<file path="src/rtl/ptb_regs.svh">
`ifndef PTB_REGS_SVH
`define PTB_REGS_SVH

// ------------------------------------------------------------
// Register byte offsets
// ------------------------------------------------------------
`define PTB_ADDR_W 8
`define PTB_OFF_CTRL 8'h00
`define PTB_OFF_SCALE 8'h04
`define PTB_OFF_TARGET 8'h08
`define PTB_OFF_STATUS 8'h0C
`define PTB_OFF_TOTAL_LO 8'h10
`define PTB_OFF_TOTAL_HI 8'h14
`define PTB_OFF_BATCH 8'h18
`define PTB_OFF_RATE 8'h1C
`define PTB_OFF_DISPLAY 8'h20

// ------------------------------------------------------------
// Field positions
// ------------------------------------------------------------
`define PTB_CTRL_MODE_LSB 0
`define PTB_CTRL_MODE_MSB 1
`define PTB_CTRL_RSTKEY_BIT 2
`define PTB_CTRL_PROG_BIT 3
`define PTB_STAT_STATE_LSB 0
`define PTB_STAT_STATE_MSB 1
`define PTB_STAT_RELAY_BIT 2
`define PTB_STAT_PROG_BIT 3
`define PTB_STAT_LAMP_BIT 4
`define PTB_STAT_HIGH_BIT 5

// ------------------------------------------------------------
// Reset values
// ------------------------------------------------------------
`define PTB_MODE_RESET 2'h0
`define PTB_SCALE_RESET 16'h0001
`define PTB_TARGET_RESET 24'h000000

// ------------------------------------------------------------
// Timing
// ------------------------------------------------------------
`define PTB_CLK_MHZ 250
`define PTB_GATE_TIME_MS 1000
`define PTB_BLINK_TIME_MS 500

// ------------------------------------------------------------
// Synchronised input positions
// ------------------------------------------------------------
`define PTB_NUM_IN 7
`define PTB_IN_FLOW 0
`define PTB_IN_START 1
`define PTB_IN_STOP 2
`define PTB_IN_RESET 3
`define PTB_IN_DISP 4
`define PTB_IN_EXTRST 5
`define PTB_IN_LOCK 6

`endif

</file>
<file path="src/rtl/ptb_pkg.sv">
package ptb_pkg;

  typedef enum logic [1:0] {
    PTB_IDLE = 2'b00,
    PTB_RUN = 2'b01,
    PTB_PAUSED = 2'b10,
    PTB_DONE = 2'b11
  } ptb_batch_t;

  typedef enum logic [1:0] {
    PTB_UNITS = 2'b00,
    PTB_DIV10 = 2'b01,
    PTB_DIV100 = 2'b10,
    PTB_SPLIT = 2'b11
  } ptb_dmode_t;

  typedef enum logic [1:0] {
    PTB_SCR_TOTAL = 2'b00,
    PTB_SCR_TOTAL_HI = 2'b01,
    PTB_SCR_RATE = 2'b10,
    PTB_SCR_BATCH = 2'b11
  } ptb_screen_t;

endpackage

</file>
<file path="src/rtl/ptb_sync_edge.sv">
`timescale 1ns/1ps
`default_nettype none
`include "ptb_regs.svh"

module ptb_sync_edge (
  input wire logic clock,
  input wire logic rst_b,
  input wire logic [`PTB_NUM_IN-1:0] raw_in,
  output logic [`PTB_NUM_IN-1:0] level,
  output logic [`PTB_NUM_IN-1:0] rise
);

  logic [`PTB_NUM_IN-1:0] meta_reg;
  logic [`PTB_NUM_IN-1:0] sync_reg;
  logic [`PTB_NUM_IN-1:0] last_reg;

  // Two-stage synchroniser, edge taken after the second stage
  always_ff @(posedge clock or negedge rst_b) begin
    if (!rst_b) begin
      meta_reg <= '0;
      sync_reg <= '0;
      last_reg <= '0;
    end else begin
      meta_reg <= raw_in;
      sync_reg <= meta_reg;
      last_reg <= sync_reg;
    end
  end

  always_comb begin
    level = sync_reg;
    rise = sync_reg & ~last_reg;
  end

endmodule
`default_nettype wire

</file>
<file path="src/rtl/ptb_scaler.sv">
`timescale 1ns/1ps
`default_nettype none

module ptb_scaler (
  input wire logic clock,
  input wire logic rst_b,
  input wire logic pulse,
  input wire logic [15:0] k_factor,
  output logic unit
);

  logic [15:0] count_reg;
  logic [15:0] count_next;
  logic unit_reg;
  logic unit_next;

  // One unit pulse per k_factor raw pulses; zero acts as one
  always_comb begin
    count_next = count_reg;
    unit_next = 1'b0;
    if (pulse) begin
      if (count_reg + 16'h0001 >= k_factor) begin
        count_next = 16'h0000;
        unit_next = 1'b1;
      end else begin
        count_next = count_reg + 16'h0001;
      end
    end
  end

  always_ff @(posedge clock or negedge rst_b) begin
    if (!rst_b) begin
      count_reg <= 16'h0000;
      unit_reg <= 1'b0;
    end else begin
      count_reg <= count_next;
      unit_reg <= unit_next;
    end
  end

  assign unit = unit_reg;

endmodule
`default_nettype wire

</file>
<file path="src/rtl/ptb_totalizer.sv">
// Summary of operation
// - Every scaled flow pulse adds one to the running total shown on display.
// - Flow rate is units counted per gate interval, latched each interval.
// - Raw pulses are divided by a programmable pulses-per-unit factor.
// - Display shows six decimal digits, at most 999,999.
// - Display mode may show total divided by 10 or by 100.
// - Split mode shows ten-digit total as low and high five digits.
// - Reset key clears total when enabled, except after a manual stop; otherwise leaves the total alone.
// - External switch clears total; external lockout blocks program mode.
// - Program lamp is lit while program mode is active.
// - Start energises delivery relay one and counts toward target.
// - Batch count equal to target drops the relay and ends batch.
// - Start after a completed batch delivers another of same target.
// - Stop during delivery drops the relay at once.
// - Start after manual stop resumes from retained batch count.
// - Reset after manual stop clears batch count, terminating the batch.
// - Batch count clears at each new batch; total never does then.
// - Lamp blinks while running, stays dark after any stop unless program mode is active.
//
// Implementation choices: the plain strobed port and the register addresses.
`timescale 1ns/1ps
`default_nettype none
`include "ptb_regs.svh"

module ptb_totalizer #(
  parameter int unsigned GATE_CYCLES = `PTB_GATE_TIME_MS * `PTB_CLK_MHZ * 1000,
  parameter int unsigned BLINK_CYCLES = `PTB_BLINK_TIME_MS * `PTB_CLK_MHZ * 1000
) (
  input wire logic clock,
  input wire logic rst_b,
  input wire logic flow_pulse,
  input wire logic key_start,
  input wire logic key_stop,
  input wire logic key_reset,
  input wire logic key_display,
  input wire logic ext_reset_sw,
  input wire logic ext_lockout,
  input wire logic [`PTB_ADDR_W-1:0] addr,
  input wire logic [31:0] wdata,
  input wire logic wr_en,
  input wire logic rd_en,
  output logic [31:0] rdata,
  output logic relay_deliver,
  output logic prog_lamp,
  output logic [23:0] disp_digits,
  output logic disp_high
);

  // ------------------------------------------------------------
  // Helpers
  // ------------------------------------------------------------
  function automatic logic [39:0] bcd_inc(input logic [39:0] v);
    logic [39:0] r;
    logic carry;
    r = v;
    carry = 1'b1;
    for (int i = 0; i < 10; i++) begin
      if (carry) begin
        if (r[4*i+:4] == 4'h9) begin
          r[4*i+:4] = 4'h0;
        end else begin
          r[4*i+:4] = r[4*i+:4] + 4'h1;
          carry = 1'b0;
        end
      end
    end
    return r;
  endfunction

  // ------------------------------------------------------------
  // Input conditioning
  // ------------------------------------------------------------
  logic [`PTB_NUM_IN-1:0] in_level;
  logic [`PTB_NUM_IN-1:0] in_rise;
  logic unit_pulse;

  ptb_sync_edge u_sync (
    .clock(clock),
    .rst_b(rst_b),
    .raw_in({ext_lockout, ext_reset_sw, key_display, key_reset, key_stop, key_start,
             flow_pulse}),
    .level(in_level),
    .rise(in_rise)
  );

  logic [15:0] scale_reg;

  ptb_scaler u_scale (
    .clock(clock),
    .rst_b(rst_b),
    .pulse(in_rise[`PTB_IN_FLOW]),
    .k_factor(scale_reg),
    .unit(unit_pulse)
  );

  logic start_rise;
  logic stop_rise;
  logic reset_rise;
  logic disp_rise;
  logic extrst_rise;
  logic locked;

  assign start_rise = in_rise[`PTB_IN_START];
  assign stop_rise = in_rise[`PTB_IN_STOP];
  assign reset_rise = in_rise[`PTB_IN_RESET];
  assign disp_rise = in_rise[`PTB_IN_DISP];
  assign extrst_rise = in_rise[`PTB_IN_EXTRST];
  assign locked = in_level[`PTB_IN_LOCK];

  // ------------------------------------------------------------
  // State
  // ------------------------------------------------------------
  ptb_pkg::ptb_dmode_t mode_reg, mode_next;
  ptb_pkg::ptb_batch_t state_reg, state_next;
  ptb_pkg::ptb_screen_t screen_reg, screen_next;
  logic rstkey_en_reg, rstkey_en_next;
  logic prog_req_reg, prog_req_next;
  logic [15:0] scale_next;
  logic [23:0] target_reg, target_next;
  logic [39:0] total_reg, total_next;
  logic [23:0] batch_reg, batch_next;
  logic [23:0] rate_acc_reg, rate_acc_next;
  logic [23:0] rate_reg, rate_next;
  logic [27:0] gate_cnt_reg, gate_cnt_next;
  logic [27:0] blink_cnt_reg, blink_cnt_next;
  logic blink_reg, blink_next;
  logic relay_reg, relay_next;
  logic lamp_reg, lamp_next;
  logic [23:0] disp_reg, disp_next;
  logic high_reg, high_next;
  logic [31:0] rdata_reg, rdata_next;
  logic prog_mode;
  logic [39:0] total_inc;
  logic [23:0] batch_inc;
  logic [23:0] rate_inc;
  logic [31:0] read_val;
  logic [39:0] batch_wide, rate_wide;

  assign total_inc = bcd_inc(total_reg);
  assign batch_wide = bcd_inc({16'h0000, batch_reg});
  assign rate_wide = bcd_inc({16'h0000, rate_acc_reg});
  assign batch_inc = batch_wide[23:0];
  assign rate_inc = rate_wide[23:0];
  // Program mode refused while delivering or when locked out
  assign prog_mode = prog_req_reg & ~locked & (state_reg != ptb_pkg::PTB_RUN);

  // ------------------------------------------------------------
  // Register read mux
  // ------------------------------------------------------------
  always_comb begin
    case (addr)
      `PTB_OFF_CTRL: read_val = {28'h0000000, prog_req_reg, rstkey_en_reg, mode_reg};
      `PTB_OFF_SCALE: read_val = {16'h0000, scale_reg};
      `PTB_OFF_TARGET: read_val = {8'h00, target_reg};
      `PTB_OFF_STATUS: read_val = {26'h0000000, high_reg, lamp_reg, prog_mode, relay_reg,
                                   state_reg};
      `PTB_OFF_TOTAL_LO: read_val = total_reg[31:0];
      `PTB_OFF_TOTAL_HI: read_val = {24'h000000, total_reg[39:32]};
      `PTB_OFF_BATCH: read_val = {8'h00, batch_reg};
      `PTB_OFF_RATE: read_val = {8'h00, rate_reg};
      `PTB_OFF_DISPLAY: read_val = {8'h00, disp_reg};
      default: read_val = 32'h00000000;
    endcase
  end

  // ------------------------------------------------------------
  // Next-state logic
  // ------------------------------------------------------------
  always_comb begin
    mode_next = mode_reg;
    rstkey_en_next = rstkey_en_reg;
    prog_req_next = prog_req_reg;
    scale_next = scale_reg;
    target_next = target_reg;
    state_next = state_reg;
    total_next = total_reg;
    batch_next = batch_reg;
    rate_acc_next = rate_acc_reg;
    rate_next = rate_reg;
    gate_cnt_next = gate_cnt_reg + 28'h0000001;
    blink_cnt_next = blink_cnt_reg + 28'h0000001;
    blink_next = blink_reg;
    screen_next = screen_reg;
    rdata_next = rd_en ? read_val : 32'h00000000;

    if (wr_en) begin
      case (addr)
        `PTB_OFF_CTRL: begin
          mode_next = ptb_pkg::ptb_dmode_t'(wdata[`PTB_CTRL_MODE_MSB:`PTB_CTRL_MODE_LSB]);
          rstkey_en_next = wdata[`PTB_CTRL_RSTKEY_BIT];
          prog_req_next = wdata[`PTB_CTRL_PROG_BIT];
        end
        `PTB_OFF_SCALE: scale_next = wdata[15:0];
        `PTB_OFF_TARGET: target_next = wdata[23:0];
        default: ;
      endcase
    end

    // Grand total keeps counting through every batch
    if (unit_pulse) begin
      total_next = total_inc;
    end
    if (extrst_rise) begin
      total_next = 40'h0000000000;
    end else if (reset_rise && rstkey_en_reg && state_reg != ptb_pkg::PTB_PAUSED) begin
      total_next = 40'h0000000000;
    end

    case (state_reg)
      ptb_pkg::PTB_IDLE, ptb_pkg::PTB_DONE: begin
        if (start_rise && !stop_rise && !prog_mode) begin
          state_next = ptb_pkg::PTB_RUN;
          batch_next = 24'h000000;
          blink_cnt_next = 28'h0000000;
          blink_next = 1'b1;
        end
      end
      ptb_pkg::PTB_RUN: begin
        if (stop_rise) begin
          state_next = ptb_pkg::PTB_PAUSED;
        end else if (batch_reg == target_reg) begin
          state_next = ptb_pkg::PTB_DONE;
        end else if (unit_pulse) begin
          batch_next = batch_inc;
        end
      end
      ptb_pkg::PTB_PAUSED: begin
        if (reset_rise) begin
          state_next = ptb_pkg::PTB_IDLE;
          batch_next = 24'h000000;
        end else if (start_rise && !stop_rise && !prog_mode) begin
          state_next = ptb_pkg::PTB_RUN;
        end
      end
      default: state_next = ptb_pkg::PTB_IDLE;
    endcase

    // Rate gate: units per interval
    if (gate_cnt_reg == 28'(GATE_CYCLES - 1)) begin
      gate_cnt_next = 28'h0000000;
      rate_next = unit_pulse ? rate_inc : rate_acc_reg;
      rate_acc_next = 24'h000000;
    end else if (unit_pulse) begin
      rate_acc_next = rate_inc;
    end

    if (blink_cnt_reg == 28'(BLINK_CYCLES - 1)) begin
      blink_cnt_next = 28'h0000000;
      blink_next = ~blink_reg;
    end

    // Display key walks the screens; high half only in split mode
    if (disp_rise) begin
      case (screen_reg)
        ptb_pkg::PTB_SCR_TOTAL:
          screen_next = (mode_reg == ptb_pkg::PTB_SPLIT) ? ptb_pkg::PTB_SCR_TOTAL_HI
                                                          : ptb_pkg::PTB_SCR_RATE;
        ptb_pkg::PTB_SCR_TOTAL_HI: screen_next = ptb_pkg::PTB_SCR_RATE;
        ptb_pkg::PTB_SCR_RATE: screen_next = ptb_pkg::PTB_SCR_BATCH;
        default: screen_next = ptb_pkg::PTB_SCR_TOTAL;
      endcase
    end
  end

  // ------------------------------------------------------------
  // Output logic
  // ------------------------------------------------------------
  always_comb begin
    relay_next = (state_next == ptb_pkg::PTB_RUN);
    if (prog_mode) begin
      lamp_next = 1'b1;
    end else if (state_reg == ptb_pkg::PTB_RUN) begin
      lamp_next = blink_reg;
    end else begin
      lamp_next = 1'b0;
    end
    high_next = 1'b0;
    case (screen_reg)
      ptb_pkg::PTB_SCR_TOTAL: begin
        case (mode_reg)
          ptb_pkg::PTB_DIV10: disp_next = total_reg[27:4];
          ptb_pkg::PTB_DIV100: disp_next = total_reg[31:8];
          ptb_pkg::PTB_SPLIT: disp_next = {4'h0, total_reg[19:0]};
          default: disp_next = total_reg[23:0];
        endcase
      end
      ptb_pkg::PTB_SCR_TOTAL_HI: begin
        disp_next = {4'h0, total_reg[39:20]};
        high_next = 1'b1;
      end
      ptb_pkg::PTB_SCR_RATE: disp_next = rate_reg;
      default: disp_next = batch_reg;
    endcase
  end

  always_ff @(posedge clock or negedge rst_b) begin
    if (!rst_b) begin
      mode_reg <= ptb_pkg::PTB_UNITS;
      rstkey_en_reg <= 1'b0;
      prog_req_reg <= 1'b0;
      scale_reg <= `PTB_SCALE_RESET;
      target_reg <= `PTB_TARGET_RESET;
      state_reg <= ptb_pkg::PTB_IDLE;
      total_reg <= 40'h0000000000;
      batch_reg <= 24'h000000;
      rate_acc_reg <= 24'h000000;
      rate_reg <= 24'h000000;
      gate_cnt_reg <= 28'h0000000;
      blink_cnt_reg <= 28'h0000000;
      blink_reg <= 1'b0;
      screen_reg <= ptb_pkg::PTB_SCR_TOTAL;
      relay_reg <= 1'b0;
      lamp_reg <= 1'b0;
      disp_reg <= 24'h000000;
      high_reg <= 1'b0;
      rdata_reg <= 32'h00000000;
    end else begin
      mode_reg <= mode_next;
      rstkey_en_reg <= rstkey_en_next;
      prog_req_reg <= prog_req_next;
      scale_reg <= scale_next;
      target_reg <= target_next;
      state_reg <= state_next;
      total_reg <= total_next;
      batch_reg <= batch_next;
      rate_acc_reg <= rate_acc_next;
      rate_reg <= rate_next;
      gate_cnt_reg <= gate_cnt_next;
      blink_cnt_reg <= blink_cnt_next;
      blink_reg <= blink_next;
      screen_reg <= screen_next;
      relay_reg <= relay_next;
      lamp_reg <= lamp_next;
      disp_reg <= disp_next;
      high_reg <= high_next;
      rdata_reg <= rdata_next;
    end
  end

  assign rdata = rdata_reg;
  assign relay_deliver = relay_reg;
  assign prog_lamp = lamp_reg;
  assign disp_digits = disp_reg;
  assign disp_high = high_reg;
endmodule
`default_nettype wire

</file>
<file path="config.mk">
export PLATFORM = sky130hd
export DESIGN_NAME = ptb_totalizer
export DESIGN_NICKNAME = d
export VERILOG_FILES = /design/src/rtl/ptb_pkg.sv /design/src/rtl/ptb_sync_edge.sv /design/src/rtl/ptb_scaler.sv /design/src/rtl/ptb_totalizer.sv
export VERILOG_INCLUDE_DIRS = /design/src /design/src/rtl
export SDC_FILE = /design/constraint.sdc
export NUM_CORES = 1
export LEC_CHECK = 0
export ABC_AREA = 1
export BUFFER_PORTS_ARGS = -buffer_cell sky130_fd_sc_hd__buf_2
export CAP_MARGIN = 0
export CORE_UTILIZATION = 50
export DETAILED_ROUTE_END_ITERATION = 8
export GPL_TIMING_DRIVEN = 0
export PLACE_DENSITY = 0.7
export SYNTH_ARGS = -nofsm -noshare
export SYNTH_HDL_FRONTEND = slang
export SYNTH_SLANG_ARGS = --single-unit
</file>
<file path="constraint.sdc">
create_clock -name clock -period 2.8 [get_ports clock]
set_input_delay 0.56 -clock clock [delete_from_list [all_inputs] [get_ports clock]]
set_output_delay 0.56 -clock clock [all_outputs]
set_load 0.005 [all_outputs]
</file>
==> results of run 1 <==
## worst max-delay path: stages (launching register included)
cell     delay, ns
dfrtp_1       0.40
ha_2          0.21
nand2_2       0.07
nor2_4        0.15
nand2_2       0.09
nor3_4        0.23
nand2_1       0.10
nand2_1       0.09
nand2_2       0.08
ha_4          0.26
nand2_2       0.05
inv_2         0.06
nand3_4       0.07
nor3_4        0.19
nand2_1       0.09
nand3_2       0.08
nand2_1       0.06
inv_2         0.09
buf_6         0.14
a21oi_1       0.04
## logic make-up (layout without fill, tap and decap cells)
| logic type | count (synthesis) | after routing | synth area share, % |
|---|---|---|---|
| AND/OR/NAND/NOR | 956 | 956 | 24.3 |
| AO/OA/AOI/OAI | 405 | 405 | 14.1 |
| buffers and inverters | 353 | 530 | 8.13 |
| flip-flops | 313 | 313 | 46.1 |
| XOR/XNOR | 61 | 61 | 3.15 |
| adder cells (fa/ha/maj) | 57 | 57 | 4.20 |
| multiplexers | 1 | 1 | 0.0589 |
## through the flow
| stage | total power (uW) | util [%] | area [sq um] | cells | TNS, ns |
|---|---|---|---|---|---|
| 2_1_floorplan | 7410 | - | 17000 | 2146 | 0 |
| 3_3_place_gp | 8510 | 54.0 | 18100 | 2695 | -1490.70 |
| 3_5_place_dp | 8610 | 54.2 | 18100 | 2697 | -4.71 |
| 4_1_cts | 14100 | 58.4 | 19600 | 2766 | 0 |
| 5_1_grt | 14800 | 58.9 | 19700 | 2771 | -0.549 |
| 6_report | 14200 | 58.9 | 19700 | 2771 | 0 |
## final timing paths
check                           slack [ns]  cells after the start                        startpoint                                end
max in group asynchronous             1.64                      2                             rst_b        blink_cnt_reg[13]$_DFF_PN0_
worst min register to register        0.35                      0      u_sync.meta_reg[1]$_DFF_PN0_          u_sync.level[1]$_DFF_PN0_
worst min-delay path                  0.07                      1                             rst_b       u_sync.last_reg[5]$_DFF_PN0_
worst max-delay path                  0.13                     19  u_scale.count_reg[0]$_DFFE_PN0P_  u_scale.count_reg[14]$_DFFE_PN0P_
min in group clock                    0.12                      1                       key_display       u_sync.meta_reg[4]$_DFF_PN0_
worst max register to register        0.13                     19  u_scale.count_reg[0]$_DFFE_PN0P_  u_scale.count_reg[14]$_DFFE_PN0P_
## power by group through the flow
stage / combinational, uW / clock [uW] / sequential [uW]
final: 3160 / 5450 / 5570
after global routing: 3500 / 5720 / 5610
after CTS: 3070 / 5530 / 5540
after detailed placement: 3000 / 0 / 5610
after global placement: 2900 / 0 / 5610
after floorplan: 1990 / 0 / 5420
## synth_stat cells (7+ instances only)
| master | count |
|---|---|
| o21ai_1 | 15 |
| or2_2 | 14 |
| xor2_1 | 46 |
| dfrtp_1 | 312 |
| a31oi_1 | 9 |
| nand2_2 | 7 |
| inv_2 | 13 |
| a21oi_1 | 119 |
| nand3_1 | 85 |
| nor3_1 | 57 |
| o22ai_1 | 70 |
| o221ai_1 | 17 |
| nand2_1 | 457 |
| o21ai_0 | 109 |
| buf_2 | 15 |
| nor2_2 | 11 |
| nor4_1 | 12 |
| xnor2_1 | 15 |
| o21a_1 | 7 |
| clkbuf_1 | 30 |
| a211oi_1 | 22 |
| a22oi_1 | 7 |
| ha_1 | 57 |
| inv_1 | 283 |
| nand4_1 | 47 |
| a32oi_1 | 8 |
| nor2_1 | 245 |
## final cells by class
type	instances	area (sq um)
clock buffer	47	1070
tap	448	561
fill	3032	13800
multi-input combinational	1480	7890
timing repair buffer	110	627
buffer	53	262
clock inverter	20	320
inverter	300	1130
sequential	313	7830
## timing repair
action / CTS / global route
cloned: 0 / 1
hold buffers: 0 / 0
endpoints found under the hold margin: 0 / 0
gates resized for setup: 8 / 26
endpoints found under the setup margin: 17 / 17
pin swaps: 2 / 14
setup buffers: 2 / 4
## per-layer routing
layer  part of all wire [%]  GRT usage, %
met1                     43          43.6
met2                     44          47.5
met3                    8.1          4.74
met4                    4.8          14.4
met5                      0             0
==> results.txt, run 1 <==
DIE AREA -> 34700 sq um
CP arrival -> 3.10 ns
pin count of the biggest net entering global routing -> 119
htree depth -> 2
combinational power share -> 22.3%
IO Port Bufs -> 101
Min Hold Slack -> 0.0702 ns
critical path fanouts, max -> 5
Worst-path clk slew -> 0.06 ns
via count -> 15.8k
worst relative slew slack -> 40.3%
syn_area_per_cell -> 7.92 sq um
I/O pin total -> 110
CTS Buf Count -> 37
ant diodes -> 0
grt ovf -> 0
DRT Pass-1 Iters -> 7
Area growth, synth to finish -> 15.9%
Synth Register Bits -> 313
fin worst setup slack -> 0.126 ns
maximum VDD drop -> 0.626 mV
Root Buffer -> clkbuf_16
clk_lat worst skew -> 0.55 ns
Critical Path RT -> 3.22 ns
number of flip-flops in the largest register -> 40
Synth area leaders -> dfrtp_1 46%, nand2_1 10%, inv_1 6.3%
Power Density -> 720 nW/um^2
min Tclk post-route -> 2.67 ns
commonest non-fill, non-tap cell in the layout -> nand2_1
Clock Skews -> 0.0123 ns
RSZ-0062 raised after global routing -> yes
first-pass GRT wire length -> 84.1 mm
post-route ant nets -> 0
sequential area share after synthesis -> 46.1%
DP HPWL -> 40.7 mm
final setup violation count -> 0
Seq pwr share -> 39.2%
Syn Nets -> 2254
most frequent cells in the layout -> 452 x nand2_1, 312 x dfrtp_1, 281 x inv_1
Critical Path Start Type -> flop
TritonCTS clock tree -> done
critical path capture point type -> flop
Initial DRC Count -> 1478
cells after synthesis -> 2146
WL per Instance -> 19.5 um
Sw Share -> 33.0%
Max Slew Vio Count -> 0
number of global-route vias before repair -> 15.1k
initial antenna violation count -> 0
Hold Vio Cnt, Final -> 0
final wirelength -> 54.0 mm
Initial Util -> 50.8%
number of flops mapped to enable cells by yosys -> 0
Die Span Y -> 186 um
top cell type by total area after synthesis -> dfrtp_1
outcome -> completed
placer congestion estimate -> 1.04
Final nets -> 2403
Die Span X -> 186 um
row count -> 67
Max Clk Rate -> 374 MHz
share of layout cells above drive strength 1 -> 12.2%
WS Path Type -> flop to flop
synthesized cell area -> 17000 sq um
total track usage -> 31.1%
Yosys top cell area share -> 46.0%
dominant synthesized flop cell -> dfrtp_1
Hold WC Path Type -> input pin to asynchronous set/reset pin
Clock Path Buffers -> 3
Netlist cell types -> 52
vias per cell -> 5.71
async set-reset flop share out of synthesis -> 100%
Ys Warns -> 0
P_sw -> 4670 uW
period utilisation layout -> 95.5%
Clock power frac -> 38.4%
clk sinks -> 313
P_int -> 9510 uW
pre-CTS setup slack -> -0.452 ns
Core Footprint -> 33400 sq um
Max Cap Viol -> 0
Worst-Margin Slew -> 0.896 ns
# DRC -> 0
Leakage -> 0.00927 uW
No activity file was read; power rests on OpenSTA's default activity.
==> run 2: changes to the inputs <==
CORE_UTILIZATION = 55   (was 50)
PLACE_DENSITY = 0.76   (was 0.7)
==> results.txt, run 2 (synthesis gave the netlist of run 1 again) <==
outcome -> completed
htree depth -> 2
Leakage -> 0.00916 uW
Hold Buf Count CTS -> 0
first-pass GRT wire length -> 81.9 mm
DRT Pass-1 Iters -> 5
Clock Skews -> 0.0223 ns
min Tclk post-route -> 2.68 ns
number of flip-flops in the largest register -> 40
RSZ-0062 raised after global routing -> yes
vias per cell -> 5.81
commonest non-fill, non-tap cell in the layout -> nand2_1
maximum VDD drop -> 0.513 mV
Max Cap Viol -> 0
Power Density -> 692 nW/um^2
combinational power share -> 24.2%
Root Buffer -> clkbuf_16
ant diodes -> 0
Hold WC Path Type -> input pin to asynchronous set/reset pin
final wirelength -> 54.0 mm
worst relative slew slack -> 44.7%
TritonCTS clock tree -> done
placer congestion estimate -> 1.03
total chip power -> 13400 uW
pin count of the biggest net entering global routing -> 122
IO Port Bufs -> 101
DP HPWL -> 40.7 mm
Initial DRC Count -> 1502
post-route ant nets -> 0
Initial Util -> 56.6%
total track usage -> 34.3%
number of global-route vias before repair -> 14.8k
Die Span X -> 178 um
Sw Share -> 34.4%
period utilisation layout -> 95.8%
post-layout util -> 64.6%
most frequent cell on the critical path -> nand2_1
Fillers -> 2570
Final nets -> 2404
Die Span Y -> 178 um
placed insts -> 2639
CP arrival -> 3.10 ns
DIE AREA -> 31600 sq um
grt ovf -> 0
fin worst setup slack -> 0.118 ns
critical path fanouts, max -> 5
Sequential Area -> 7840 sq um
slowest cell on the critical path -> dfrtp_1
Min Hold Slack -> 0.0427 ns
# DRC -> 0
Max Slew Vio Count -> 0
WL per Instance -> 19.9 um
WS Path Type -> flop to flop
final setup violation count -> 0
Core Footprint -> 30000 sq um
CTS Buf Count -> 35
clk_lat worst skew -> 0.54 ns
most frequent cells in the layout -> 454 x nand2_1, 310 x dfrtp_1, 281 x inv_1
critical path's largest stage delay -> 0.43 ns
row count -> 63
Max Clk Rate -> 373 MHz
Clock power frac -> 34.3%
Worst-Margin Slew -> 0.829 ns
crit-path cells -> ha_4 -> nand2_2 -> nor2_4 -> buf_4 -> xor2_1 -> inv_1 -> ha_1 -> nand4_1 -> nor3_1 -> nand2_1 -> nand3_2 -> nand2_1 -> inv_2 -> buf_6 -> a21oi_1
Hold Vio Cnt, Final -> 0
via count -> 15.8k
Critical Path RT -> 3.21 ns
P_sw -> 4620 uW
Seq pwr share -> 41.5%
Critical Path Start Type -> flop
pre-CTS setup slack -> -0.397 ns
Clock Path Buffers -> 3
Multi-input gate area -> 7890 sq um
initial antenna violation count -> 0
Area growth, synth to finish -> 14.2%
Layout Cells excl Fill -> 2711
Worst-path clk slew -> 0.06 ns
share of layout cells above drive strength 1 -> 11.7%
critical path capture point type -> flop
I/O pin total -> 110
clk sinks -> 313
P_int -> 8800 uW
-- run 2: power groups by stage --
stage | registers [uW] | clock network, uW | logic (uW)
floorplan | 5420 | 0 | 1990
global placement | 5590 | 0 | 2900
detailed placement | 5610 | 0 | 3010
CTS | 5530 | 4650 | 3090
global route | 5620 | 4810 | 3550
finish | 5570 | 4600 | 3240
-- run 2: critical path: cells and delay by family (launching register included) --
family	cells	cell delay [ns]
adders and majority gates	2	0.46
xor gates and xnor gates	1	0.33
DFF	1	0.43
AOI/OAI and AO/OA	1	0.04
and+or+nand+nor	7	0.81
buffers and inverters	4	0.47
-- run 2: final cells by class --
type / count / area share, %
clock buffers: 54 / 5.46
well taps: 390 / 2.52
flip-flops and latches: 313 / 40.4
clock inverters: 8 / 0.426
plain buffers: 53 / 1.35
multi-input cells: 1480 / 40.7
repair buffers: 113 / 3.35
inverters: 300 / 5.81
-- run 2: worst paths after layout --
kind,startpoint,to,slack [ns],cells after the start
setup / recovery,u_scale.count_reg[0]$_DFFE_PN0P_,u_scale.count_reg[13]$_DFFE_PN0P_,0.12,15
hold / removal,rst_b,total_reg[36]$_DFFE_PN0P_,0.04,1
setup reg to reg,u_scale.count_reg[0]$_DFFE_PN0P_,u_scale.count_reg[13]$_DFFE_PN0P_,0.12,15
hold reg to reg,u_sync.meta_reg[2]$_DFF_PN0_,u_sync.level[2]$_DFF_PN0_,0.34,0
max in group asynchronous,rst_b,blink_cnt_reg[16]$_DFF_PN0_,1.70,2
min in group clock,flow_pulse,u_sync.meta_reg[0]$_DFF_PN0_,0.14,1
-- run 2: per-stage QoR --
step | cell area [sq um] | TNS (ns)
final | 19400 | 0
after global routing | 19400 | -0.385
after CTS | 19300 | 0
after detailed placement | 18000 | -4.26
after global placement | 18000 | -1464.91
after floorplan | 17000 | 0
-- run 2: timing repair --
action                     in CTS  in global routing
setup endpoints to repair      17                 17
gates cloned                    0                  1
gates resized for setup        11                 23
pin swaps                       3                 13
setup buffers                   4                  5
-- run 2: routing by layer --
metal / share of wire [%] / vias to the layer above / track usage, %
met2: 45 / 738 / 54.3
met1: 41 / 7486 / 45.4
met3: 8.6 / 139 / 6.96
li1: - / 7393 / -
met5: 0 / - / 0
met4: 4.7 / 0 / 15.5
